**src/opmode_pkg.sv**
```systemverilog
// Constants, field layouts and carrier types of the operating-mode controller.
// Overview of operation
// RULE_01: Leaving shutdown always lands in active mode.
// RULE_02: Shutdown wakes when supply is above 12.5 V and wake is high.
// RULE_03: After wake-up the ready reset output is released low to high.
// RULE_04: After wake-up the host drives the wake input low and keeps it.
// RULE_05: Writing zero to control bit 0 restores all settings to defaults.
// RULE_06: An accepted soft reset drives serial data output low to high.
// RULE_07: With an on-chip logic supply the host soft-resets first.
// RULE_08: Enabled watchdog shuts down after set idle time with wake low.
// RULE_09: Mode reads back as five flags at status bits 4 to 0.
// RULE_10: From active, setting control bit 4 enters standby.
// RULE_11: Standby stops serial traffic; low power keeps it; else alike.
// RULE_12: Serial enable high over 3 ms returns standby to active; the code enters low power instead if control bit 3 is set.
// RULE_13: Control bit 3 set enters low power; clearing it returns to active.
// RULE_14: Reduced modes halt cell and fast current conversion; slow may run.
// RULE_15: Active mode offers voltage, both current conversions, protection.
// RULE_16: Control bits 12 to 11 select intermittent wake from reduced modes; the code only sets intermittent_flag and never wakes.
// RULE_17: Standby and low-power requests together are taken as standby.
package opmode_pkg;

  localparam int CNT_W = 32;
  localparam int ADDR_W = 8;
  localparam int DATA_W = 16;

  localparam int unsigned CLK_HZ = 100_000_000;
  localparam int unsigned MS_PER_S = 1000;
  localparam int unsigned S_PER_MIN = 60;
  localparam int unsigned CYC_PER_MS = CLK_HZ / MS_PER_S;
  localparam int unsigned STBY_EXIT_MS = 3;
  localparam int unsigned STBY_EXIT_CYCLES = STBY_EXIT_MS * CYC_PER_MS;
  localparam int unsigned WDT_DEFAULT_MIN = 1;
  localparam int unsigned WDT_DEFAULT_MS =
    WDT_DEFAULT_MIN * S_PER_MIN * MS_PER_S;
  localparam int unsigned WAKE_DONE_CYCLES = 16;
  // Supply threshold that the external comparator flags, in millivolts.
  localparam int unsigned MIN_SUPPLY_MV = 12500;

  localparam logic [ADDR_W-1:0] MODE_CTRL_ADDR = 8'h01;
  localparam logic [ADDR_W-1:0] MODE_STAT_ADDR = 8'h1C;

  localparam int SOFT_RESET_BIT = 0;
  localparam int LP_REQ_BIT = 3;
  localparam int STBY_REQ_BIT = 4;
  localparam int INTM_LSB = 11;
  localparam int INTM_MSB = 12;

  localparam logic [DATA_W-1:0] MODE_CTRL_RESET = 16'h0001;
  localparam logic [DATA_W-1:0] ZERO_WORD = 16'h0000;
  localparam logic [1:0] INTM_OFF = 2'h0;
  localparam int STAT_FLAG_W = 5;

  typedef enum logic [2:0] {
    m_shutdown,
    m_waking,
    m_active,
    m_lowpower,
    m_standby
  } op_mode_e;

  typedef struct packed {
    logic wr;
    logic rd;
    logic [ADDR_W-1:0] addr;
    logic [DATA_W-1:0] wdata;
  } reg_req_s;

  // Bit 0 is active_flag, bit 4 is shutdown_flag.
  typedef struct packed {
    logic shutdown_flag;
    logic intermittent_flag;
    logic standby_flag;
    logic lowpower_flag;
    logic active_flag;
  } mode_flags_s;

  typedef struct packed {
    logic cell_conv_en;
    logic hs_conv_en;
    logic ls_conv_allowed;
    logic protect_en;
  } meas_en_s;

endpackage

```
**src/opmode_sync.sv**
```systemverilog
// Three-stage pin synchroniser with agreement filter.
`timescale 1ns/1ps
module opmode_sync #(
  parameter logic RESET_VAL = 1'b0
) (
  input wire logic i_clk_sys,
  input wire logic i_rst_n,
  input wire logic i_pin,
  output logic o_level
);

  logic s1_r;
  logic s2_r;
  logic s3_r;
  logic level_r;
  logic level_nxt;

  // A change counts only once the second and third stages agree.
  always_comb begin
    level_nxt = level_r;
    if (s2_r == s3_r) begin
      level_nxt = s3_r;
    end
  end

  always_ff @(posedge i_clk_sys) begin
    if (!i_rst_n) begin
      s1_r <= RESET_VAL;
      s2_r <= RESET_VAL;
      s3_r <= RESET_VAL;
      level_r <= RESET_VAL;
    end else begin
      s1_r <= i_pin;
      s2_r <= s1_r;
      s3_r <= s2_r;
      level_r <= level_nxt;
    end
  end

  assign o_level = level_r;

endmodule

```
**src/opmode_timer.sv**
```systemverilog
// Clearable up-counter that flags when it has reached its limit.
`timescale 1ns/1ps
module opmode_timer #(
  parameter int W = 32
) (
  input wire logic i_clk_sys,
  input wire logic i_rst_n,
  input wire logic i_clear,
  input wire logic i_en,
  input wire logic [W-1:0] i_limit,
  output logic o_done
);

  logic [W-1:0] cnt_r;
  logic [W-1:0] cnt_nxt;
  logic done_r;
  logic done_nxt;

  always_comb begin
    cnt_nxt = cnt_r;
    if (i_clear) begin
      cnt_nxt = '0;
    end else if (i_en && (cnt_r != i_limit)) begin
      cnt_nxt = cnt_r + 1'b1;
    end
    done_nxt = !i_clear && (cnt_nxt == i_limit);
  end

  always_ff @(posedge i_clk_sys) begin
    if (!i_rst_n) begin
      cnt_r <= '0;
      done_r <= 1'b0;
    end else begin
      cnt_r <= cnt_nxt;
      done_r <= done_nxt;
    end
  end

  assign o_done = done_r;

endmodule

```
**src/operating_mode_controller.sv**
```systemverilog
// Operating-mode controller: shutdown, wake, active, low power and standby.
`timescale 1ns/1ps
module operating_mode_controller #(
  parameter logic [opmode_pkg::CNT_W-1:0] MS_TICK_CYCLES =
    opmode_pkg::CNT_W'(opmode_pkg::CYC_PER_MS),
  parameter logic [opmode_pkg::CNT_W-1:0] STBY_EXIT_CYC =
    opmode_pkg::CNT_W'(opmode_pkg::STBY_EXIT_CYCLES),
  parameter logic [opmode_pkg::CNT_W-1:0] WDT_LIMIT_MS =
    opmode_pkg::CNT_W'(opmode_pkg::WDT_DEFAULT_MS),
  parameter logic [opmode_pkg::CNT_W-1:0] WAKE_CYCLES =
    opmode_pkg::CNT_W'(opmode_pkg::WAKE_DONE_CYCLES)
) (
  input wire logic i_clk_sys,
  input wire logic i_rst_n,
  input wire logic i_wake_input,
  input wire logic i_serial_enable_pin,
  input wire logic i_supply_ok,
  input wire logic i_wdt_enable,
  input wire opmode_pkg::reg_req_s i_req,
  output logic [opmode_pkg::DATA_W-1:0] o_rdata,
  output logic o_rvalid,
  output logic o_serial_enabled,
  output logic o_sdo_high,
  output logic o_soft_reset,
  output logic o_ready_reset_output_o,
  output logic o_ready_reset_output_oe,
  output opmode_pkg::mode_flags_s o_flags,
  output opmode_pkg::meas_en_s o_meas
);
  import opmode_pkg::*;

  function automatic mode_flags_s flags_of(input op_mode_e m,
                                           input logic [DATA_W-1:0] c);
    mode_flags_s f;
    f = '0;
    f.active_flag = (m == m_active);
    f.lowpower_flag = (m == m_lowpower);
    f.standby_flag = (m == m_standby);
    f.shutdown_flag = (m == m_shutdown);
    f.intermittent_flag = ((m == m_lowpower) || (m == m_standby)) &&
                          (c[INTM_MSB:INTM_LSB] != INTM_OFF); // RULE_16
    return f;
  endfunction

  function automatic op_mode_e req_mode(input logic [DATA_W-1:0] c);
    op_mode_e m;
    m = m_active;
    if (c[STBY_REQ_BIT]) begin
      m = m_standby; // RULE_10 RULE_17
    end else if (c[LP_REQ_BIT]) begin
      m = m_lowpower; // RULE_13
    end
    return m;
  endfunction

  logic wake_lvl;
  logic sen_lvl;
  logic supply_lvl;
  logic ms_tick;
  logic wake_done;
  logic stby_exit;
  logic wdt_expire;
  logic comm_ok;
  logic acc_wr;
  logic acc_rd;
  logic wdt_clear;
  logic stby_en;

  op_mode_e mode_r;
  op_mode_e mode_nxt;
  logic [DATA_W-1:0] ctrl_r;
  logic [DATA_W-1:0] ctrl_nxt;
  logic [DATA_W-1:0] rdata_r;
  logic [DATA_W-1:0] rdata_nxt;
  logic rvalid_r;
  logic rvalid_nxt;
  logic sdo_r;
  logic sdo_nxt;
  logic soft_r;
  logic soft_nxt;
  logic rst_oe_r;
  logic rst_oe_nxt;
  logic rst_o_r;
  logic ser_en_r;
  logic ser_en_nxt;
  mode_flags_s flags_r;
  mode_flags_s flags_nxt;
  meas_en_s meas_r;
  meas_en_s meas_nxt;

  opmode_sync u_sync_wake (
    .i_clk_sys(i_clk_sys),
    .i_rst_n(i_rst_n),
    .i_pin(i_wake_input),
    .o_level(wake_lvl)
  );

  opmode_sync u_sync_sen (
    .i_clk_sys(i_clk_sys),
    .i_rst_n(i_rst_n),
    .i_pin(i_serial_enable_pin),
    .o_level(sen_lvl)
  );

  opmode_sync u_sync_supply (
    .i_clk_sys(i_clk_sys),
    .i_rst_n(i_rst_n),
    .i_pin(i_supply_ok),
    .o_level(supply_lvl)
  );

  // Free-running millisecond enable for the watchdog.
  opmode_timer #(.W(CNT_W)) u_ms_tick (
    .i_clk_sys(i_clk_sys),
    .i_rst_n(i_rst_n),
    .i_clear(ms_tick),
    .i_en(1'b1),
    .i_limit(MS_TICK_CYCLES - 1'b1),
    .o_done(ms_tick)
  );

  opmode_timer #(.W(CNT_W)) u_wake_timer (
    .i_clk_sys(i_clk_sys),
    .i_rst_n(i_rst_n),
    .i_clear(mode_r != m_waking),
    .i_en(mode_r == m_waking),
    .i_limit(WAKE_CYCLES),
    .o_done(wake_done)
  );

  // Serial enable must stay high past the exit time; any low restarts it.
  assign stby_en = (mode_r == m_standby) && sen_lvl;
  opmode_timer #(.W(CNT_W)) u_stby_exit (
    .i_clk_sys(i_clk_sys),
    .i_rst_n(i_rst_n),
    .i_clear(!stby_en),
    .i_en(stby_en),
    .i_limit(STBY_EXIT_CYC + 1'b1),
    .o_done(stby_exit)
  ); // RULE_12

  // Idle time runs only while enabled, awake and the wake input is low.
  assign wdt_clear = !i_wdt_enable || wake_lvl || acc_wr || acc_rd ||
                     (mode_r == m_shutdown) || (mode_r == m_waking);
  opmode_timer #(.W(CNT_W)) u_watchdog (
    .i_clk_sys(i_clk_sys),
    .i_rst_n(i_rst_n),
    .i_clear(wdt_clear),
    .i_en(ms_tick),
    .i_limit(WDT_LIMIT_MS),
    .o_done(wdt_expire)
  ); // RULE_08

  // Register traffic is accepted only while the serial link is kept alive.
  assign comm_ok = (mode_r == m_active) || (mode_r == m_lowpower); // RULE_11
  assign acc_wr = i_req.wr && comm_ok;
  assign acc_rd = i_req.rd && comm_ok && !i_req.wr;

  always_comb begin
    mode_nxt = mode_r;
    ctrl_nxt = ctrl_r;
    rdata_nxt = rdata_r;
    rvalid_nxt = 1'b0;
    sdo_nxt = sdo_r;
    soft_nxt = 1'b0;
    if (acc_rd) begin
      rvalid_nxt = 1'b1;
      if (i_req.addr == MODE_CTRL_ADDR) begin
        rdata_nxt = ctrl_r;
      end else if (i_req.addr == MODE_STAT_ADDR) begin
        rdata_nxt = {{(DATA_W - STAT_FLAG_W){1'b0}}, flags_r}; // RULE_09
      end else begin
        rdata_nxt = ZERO_WORD;
      end
    end
    case (mode_r)
      m_shutdown: begin
        ctrl_nxt = MODE_CTRL_RESET;
        sdo_nxt = 1'b0;
        if (wake_lvl && supply_lvl) begin
          mode_nxt = m_waking; // RULE_02
        end
      end
      m_waking: begin
        if (wake_done) begin
          mode_nxt = m_active; // RULE_01
        end
      end
      m_active, m_lowpower: begin
        if (acc_wr && (i_req.addr == MODE_CTRL_ADDR)) begin
          if (!i_req.wdata[SOFT_RESET_BIT]) begin
            ctrl_nxt = MODE_CTRL_RESET; // RULE_05
            soft_nxt = 1'b1;
            sdo_nxt = 1'b1; // RULE_06
          end else begin
            ctrl_nxt = i_req.wdata;
          end
        end
        mode_nxt = req_mode(ctrl_nxt); // RULE_10 RULE_13
      end
      m_standby: begin
        if (stby_exit) begin
          ctrl_nxt[STBY_REQ_BIT] = 1'b0;
          mode_nxt = req_mode(ctrl_nxt); // RULE_12
        end
      end
      default: begin
        mode_nxt = m_shutdown;
      end
    endcase
    if (wdt_expire) begin
      mode_nxt = m_shutdown; // RULE_08
      ctrl_nxt = MODE_CTRL_RESET;
    end
    // Reset output is held low until wake-up has completed.
    rst_oe_nxt = (mode_nxt == m_shutdown) || (mode_nxt == m_waking); // RULE_03
    ser_en_nxt = (mode_nxt == m_active) || (mode_nxt == m_lowpower);
    flags_nxt = flags_of(mode_nxt, ctrl_nxt);
    meas_nxt.cell_conv_en = (mode_nxt == m_active); // RULE_14 RULE_15
    meas_nxt.hs_conv_en = (mode_nxt == m_active); // RULE_14 RULE_15
    meas_nxt.ls_conv_allowed = (mode_nxt == m_active) ||
                               (mode_nxt == m_lowpower) ||
                               (mode_nxt == m_standby); // RULE_14
    meas_nxt.protect_en = (mode_nxt == m_active); // RULE_15
  end

  always_ff @(posedge i_clk_sys) begin
    if (!i_rst_n) begin
      mode_r <= m_shutdown;
      ctrl_r <= MODE_CTRL_RESET;
      rdata_r <= ZERO_WORD;
      rvalid_r <= 1'b0;
      sdo_r <= 1'b0;
      soft_r <= 1'b0;
      rst_oe_r <= 1'b1;
      rst_o_r <= 1'b0;
      ser_en_r <= 1'b0;
      flags_r <= '0;
      meas_r <= '0;
    end else begin
      mode_r <= mode_nxt;
      ctrl_r <= ctrl_nxt;
      rdata_r <= rdata_nxt;
      rvalid_r <= rvalid_nxt;
      sdo_r <= sdo_nxt;
      soft_r <= soft_nxt;
      rst_oe_r <= rst_oe_nxt;
      rst_o_r <= 1'b0;
      ser_en_r <= ser_en_nxt;
      flags_r <= flags_nxt;
      meas_r <= meas_nxt;
    end
  end

  assign o_rdata = rdata_r;
  assign o_rvalid = rvalid_r;
  assign o_serial_enabled = ser_en_r;
  assign o_sdo_high = sdo_r;
  assign o_soft_reset = soft_r;
  assign o_ready_reset_output_o = rst_o_r;
  assign o_ready_reset_output_oe = rst_oe_r;
  assign o_flags = flags_r;
  assign o_meas = meas_r;

endmodule

```
**config.mk**
```make
export PLATFORM = sky130hd
export DESIGN_NAME = operating_mode_controller
export DESIGN_NICKNAME = d
export VERILOG_FILES = /design/src/opmode_pkg.sv /design/src/opmode_sync.sv /design/src/opmode_timer.sv /design/src/operating_mode_controller.sv
export SDC_FILE = /design/constraint.sdc
export NUM_CORES = 1
export LEC_CHECK = 0
export BUFFER_PORTS_ARGS = -buffer_cell sky130_fd_sc_hd__buf_2
export CORE_UTILIZATION = 35
export CTS_CLUSTER_SIZE = 10
export DETAILED_ROUTE_END_ITERATION = 6
export GPL_ROUTABILITY_DRIVEN = 0
export PLACE_DENSITY = 0.61
export SLEW_MARGIN = 15
export SYNTH_ARGS = -nofsm -noshare
export SYNTH_HDL_FRONTEND = slang
export SYNTH_SLANG_ARGS = --single-unit
export TNS_END_PERCENT = 30
```
**constraint.sdc**
```tcl
create_clock -name i_clk_sys -period 3.3 [get_ports i_clk_sys]
set_clock_uncertainty 0.2 [all_clocks]
set_input_delay 0.66 -clock i_clk_sys [delete_from_list [all_inputs] [get_ports i_clk_sys]]
set_output_delay 0.66 -clock i_clk_sys [all_outputs]
set_load 0.01 [all_outputs]
```
# ---- After elaboration in Yosys (flattened, before gate mapping)
# Cells that the tools add are included.
dict set report op_classes {
  add_sub_neg 4
  n_mul 0
  n_div 0
  n_lt_le_gt_ge 0
  n_eq_ne 25
  n_shift 0
  muxes 31
  bitwise 1
  n_reduce_logical 40
}
# cell n
set ops {}
lappend ops {{$mux 32} 8}
lappend ops {{$add 32x1->32 const B} 4}
lappend ops {{$mux 16} 4}
lappend ops {{$eq 32x16->1 const B} 1}
lappend ops {{$eq 32x17->1 const B} 1}
lappend ops {{$eq 32x19->1 const B} 1}
lappend ops {{$eq 32x5->1 const B} 1}
lappend ops {{$ne 32x16->1 const B} 1}
lappend ops {{$ne 32x17->1 const B} 1}
lappend ops {{$ne 32x19->1 const B} 1}
lappend ops {{$ne 32x5->1 const B} 1}
lappend ops {{$pmux 11 s2} 1}
lappend ops {{$mux 3} 5}
lappend ops {{$logic_and 1x1->1} 14}
lappend ops {{$mux 13} 1}
lappend ops {{$eq 3x2->1 const B} 4}
lappend ops {{$pmux 3 s4} 1}
lappend ops {{$logic_or 1x1->1} 10}
lappend ops {{$eq 8x1->1 const B} 1}
lappend ops {{$eq 8x5->1 const B} 1}
lappend ops {{$pmux 4 s2} 1}
lappend ops {{$mux 1} 7}
lappend ops {{$eq 3x1->1 const B} 2}
lappend ops {{$eq 3x3->1 const B} 2}
lappend ops {{15 further kinds} 27}
dict set report word_totals {
  reg_bits 190
  latch_bits 0
  ramBits 0
  romBits 0
  in_bits 32
  output_inout_bits 31
  wordCells 138
  mem_count 0
}

# ---- Logic depth before layout (Yosys ltp)
dict set report depth {
  depth_word 13
  mapped_depth 10
  ltp_nobuf 9
}

# ---- Hierarchy
# Synthesis repeated with hierarchy kept, for this count alone.
dict set report hier_totals {
  hier_cells 1828
  area_unflattened_um2 14707.9
}
# mod instances cells_each area_each_um2 seq_area_each_um2
set modules_own_cells {}
lappend modules_own_cells {{opmode_timer at u_ms_tick ...} 3 386 3016.6 660.6}
lappend modules_own_cells {{opmode_timer at u_watchdog} 1 421 3326.9 660.6}
lappend modules_own_cells {operating_mode_controller 1 219 1981.9 920.9}
lappend modules_own_cells {opmode_sync 3 10 116.4 80.1}

# ---- Least setup slack after synthesis
# OpenSTA, ideal clock, no wires.
dict set report synth_timing {
  path_kind {reg2reg}
  from {register u_ms_tick.cnt_r[18]}
  to {register u_ms_tick.done_r (netlist: u_ms_tick.o_done)}
  arrival_time_ns 2.649
  required_ns 3.012
  path_slack_ns 0.363
  path_stages_with_launch 10
  n_path_buf 2
  period_less_slack_ns 2.937
  cell_sequence {dfxtp_1 buf_6 or4b_1 or4_1 or4_1 buf_2 a211oi_2 o21ai_1 a221o_1 nor4_2}
}
dict set report synth_between {
  elab_chain_len 5
}
# element line_no
set synth_lines {}
lappend synth_lines {{from (decl)} opmode_timer.sv:14} ;# logic [W-1:0] cnt_r;
lappend synth_lines {{from (signal assigned)} opmode_timer.sv:34} ;# cnt_r <= cnt_nxt;
lappend synth_lines {{$add 32x1->32 or $ne 32x17->1 (tied branches)} {opmode_timer.sv:24, opmode_timer.sv:23}}
lappend synth_lines {{$mux 32 (*)} opmode_timer.sv:23} ;# end else if (i_en && (cnt_r != i_limit)) begin
lappend synth_lines {{$mux 32 (*)} opmode_timer.sv:21} ;# if (i_clear) begin
lappend synth_lines {{$eq 32x17->1 (*)} opmode_timer.sv:26} ;# done_nxt = !i_clear && (cnt_nxt == i_limit);
lappend synth_lines {{$logic_and 1x1->1 (*)} opmode_timer.sv:26}
lappend synth_lines {{to (signal assigned)} opmode_timer.sv:35} ;# done_r <= done_nxt;
lappend synth_lines {{to (decl)} opmode_timer.sv:16} ;# logic done_r;
# Every way passes the cells marked *; elsewhere a longest branch is shown, timed or not.
# A chain may end at the register's enable or synchronous reset.

# ---- Worst setup path after layout
dict set report layout_timing {
  from {register u_ms_tick.cnt_r[13]}
  to {register u_ms_tick.done_r (netlist: u_ms_tick.o_done)}
}
# Same word-level chain as after synthesis.

==> impl_metrics.env <==
export IMPL_status="completed"
export IMPL_fin_crit_ns=3.03
export IMPL_endpoint="u_ms_tick.o_done$_SDFF_PN0_"
export IMPL_crit_slowest_cell="or4_1"
export IMPL_fin_total_pwr_w=0.00446
export IMPL_synth_nets=1238
export IMPL_synth_main_ff_cell="dfxtp_1"
export IMPL_startpoint_type="register"
export IMPL_drt_pass1_iter_count=5
export IMPL_root_buffer="clkbuf_16"
export IMPL_cp_end_kind="register"
export IMPL_cts_buffers=17
export IMPL_clockBufferDepth=2
export IMPL_die_w_um=169
export IMPL_reg2reg_depth=7
export IMPL_postCtsResizedCells=0
export IMPL_synth_edf_count=0
export IMPL_num_antenna_cells=0
export IMPL_fmax_mhz=330
export IMPL_port_buffers=61
export IMPL_tightestPinTransition_ns=0.670
export IMPL_rsz0062_at_grt="no"
export IMPL_syn_inst=1199
export IMPL_r2r_start="u_ms_tick.cnt_r[13]$_SDFF_PN0_"
export IMPL_area_growth_synth_to_final_pct=12.7
export IMPL_final_util=0.406
export IMPL_setup_viol=0
export IMPL_holdBufCountCts=0
export IMPL_syn_area_um2=9790
export IMPL_routedWlPerCell_um=14.2
export IMPL_core_um2=27200
export IMPL_hp_class="input pin to register"
export IMPL_crit_top_cell="or4_1"
export IMPL_grt_pass1_wl_mm=38.3
export IMPL_grt_overflow_total=0
export IMPL_rows=60
export IMPL_grt_max_degree=33
export IMPL_synth_async_reset_ratio=0
export IMPL_grt_util_all_layers=0.164
export IMPL_fill_cells=2694
export IMPL_synth_area_leaders="dfxtp_1 39%, nor2_1 6.9%, xnor2_1 6.7%"
export IMPL_cts_setup_buffers=0
export IMPL_placed_area_um2=10400
export IMPL_drt_iter0_drc=597
export IMPL_crit_cells=7
export IMPL_critPathKind="register to register"
export IMPL_syn_avg_cell_area_um2=8.16
export IMPL_nNetsFinal=1264
export IMPL_cp_arrival_ns=3.19
export IMPL_h_tree_depth=4
export IMPL_drcViolationCount=0
export IMPL_hold_violations=0
export IMPL_place_hpwl_mm=16.5
export IMPL_ys_types=74
export IMPL_max_stage_delay_ns=0.60
export IMPL_slew_viol_final=0
export IMPL_die_area_um2=28600
export IMPL_vdd_drop_max_v=0.000343
export IMPL_crit_family="simple AND/OR/NAND/NOR gates"
export IMPL_grt_pass1_vias=7699
export IMPL_cts_tree="yes"
export IMPL_maxCapViolCount=0
export IMPL_tns_ns=0
export IMPL_finalWirelength_mm=22.9
export IMPL_pin_count=63
export IMPL_power_per_cell_area_nw_per_um2=404
export IMPL_reg2reg_slack_ns=0.27
export IMPL_route_detailed_vias_per_inst=5.24
export IMPL_clk_latency_ns=0.45
export IMPL_dieHeight_um=169
export IMPL_finalCritPeriodShare=0.918
export IMPL_yosysWarnings=0
export IMPL_crit_buf_inv=0
export IMPL_drive_gt1_frac=0.109
export IMPL_slew_limit_headroom=0.550
export IMPL_ys_seq_elements=190
export IMPL_crit_start="u_ms_tick.cnt_r[13]$_SDFF_PN0_"
export IMPL_cp_cell_sequence="or4b_1 -> or4_1 -> or4_1 -> a211oi_2 -> o21ai_1 -> a221o_1 -> nor4_2"
export IMPL_synth_top_area_frac=0.389
export IMPL_worstHoldStart="i_req[10]"
export IMPL_initial_core_util=0.360
export IMPL_yosys_area_top_type="dfxtp_1"
export IMPL_clock_sinks=190
export IMPL_antenna_found_initial=0
export IMPL_ant_nets=0
export IMPL_fin_area_um2=11000
export IMPL_r2r_end="u_ms_tick.o_done$_SDFF_PN0_"
export IMPL_via_count=8444
export IMPL_leakagePower_nw=3.73
export IMPL_ys_seq_area_frac=0.389
export IMPL_crit_required_ns=3.46
export IMPL_clkSlewWorstSetupHoldPaths_ns=0.08
export IMPL_crit_path_max_fanout=7
==> worst min-delay path by stage <==
stage	endpoint	slack (ns)	depth (start not counted)
finish	ctrl_r[10]$_SDFFE_PP0P_	0.23	2
global route	ctrl_r[8]$_SDFFE_PP0P_	0.21	2
CTS	ctrl_r[6]$_SDFFE_PP0P_	0.22	2
floorplan	ctrl_r[0]$_SDFFE_PP1P_	0.21	1
detailed placement	u_sync_supply.s2_r$_SDFF_PN0_	0.23	1
global placement	u_sync_wake.s2_r$_SDFF_PN0_	0.23	1
==> final cells by class <==
type	instances	area (um^2)	area share
Multi-Input combinational cell	904	5550	0.503
Tap cell	372	465	0.0422
Timing Repair Buffer	88	508	0.0460
Inverter	24	90.1	0.00817
Clock inverter	15	193	0.0175
Clock buffer	17	425	0.0386
Sequential cell	190	3800	0.345
==> logic make-up (layout without fill, tap and decap cells) <==
logic type      after synthesis  after routing  synth area share
flops                       190            190             0.389
simple gates                601            601             0.318
other cells                   1              1          0.000383
fa+ha+maj                     8              8           0.00997
mux                          10             10            0.0104
xor+xnor                    135            135             0.121
buf+inv                     105            144            0.0445
compound gates              149            149             0.107
==> routing by layer <==
layer	GRT usage	share of wire	wire length [um]	vias to the layer above
met4	0.0509	0.017	391	0
met5	0	0	0	-
met1	0.221	0.49	11200	3952
met3	0.0343	0.046	1060	25
li1	-	-	-	4294
met2	0.260	0.45	10200	173
==> placed cells by master (no fill, tap or decap), drive strengths merged, types with 18 or more instances in the layout <==
master    n
dfxtp   190
nor2    181
nand2    92
buf      88
xnor2    75
xor2     60
nand3    50
nand4    47
nor3     44
nor4     35
a21oi    32
inv      30
o21ai    25
and2     24
and3     23
or3      18
and4     18
==> synth_stat cells (3+ instances only) <==
cell	count
dfxtp_1	190
nor2_1	181
nand2_1	92
xnor2_1	75
clkbuf_1	67
xor2_1	60
nand3_1	50
nand4_1	47
nor3_1	44
nor4_1	33
a21oi_1	32
inv_1	24
o21ai_0	24
and3_1	23
and2_1	22
or3_1	18
and4_1	17
a22oi_1	14
nor2b_1	14
a22o_1	12
nor4b_1	12
a31oi_1	9
mux2i_1	9
nand2b_1	8
or4_1	8
a211oi_1	7
ha_1	7
nand3b_1	6
o22ai_1	6
o31ai_1	6
a222oi_1	5
nor3b_1	5
buf_1	4
buf_4	4
nand4b_1	4
or2_2	4
a211o_1	3
a41oi_1	3
buf_2	3
buf_6	3
==> state kept, by name (all words and copies together), names as in the netlist, 2 cells and up <==
name and cells:
o_meas 2, o_flags 4, u_watchdog.cnt_r 32, u_wake_timer.cnt_r 32, ctrl_r 16, mode_r 3
o_rdata 16, u_ms_tick.cnt_r 32, u_stby_exit.cnt_r 32
==> metrics by stage <==
step	hold slack, ns	std cells	setup WS [ns]
after floorplan	0.212	1199	0.363
after global placement	0.231	1578	0.332
after detailed placement	0.228	1578	0.301
after CTS	0.216	1610	0.261
after global routing	0.211	1610	0.118
final	0.230	1610	0.271
==> power breakdown <==
part,switching [W],leakage [nW],total (W),internal [W]
clock network,0.00105,0.295,0.00209,0.00103
logic,0.0000397,1.90,0.0000665,0.0000268
registers,0.00000706,1.53,0.00231,0.00230
(Power assumes the default switching activity.)
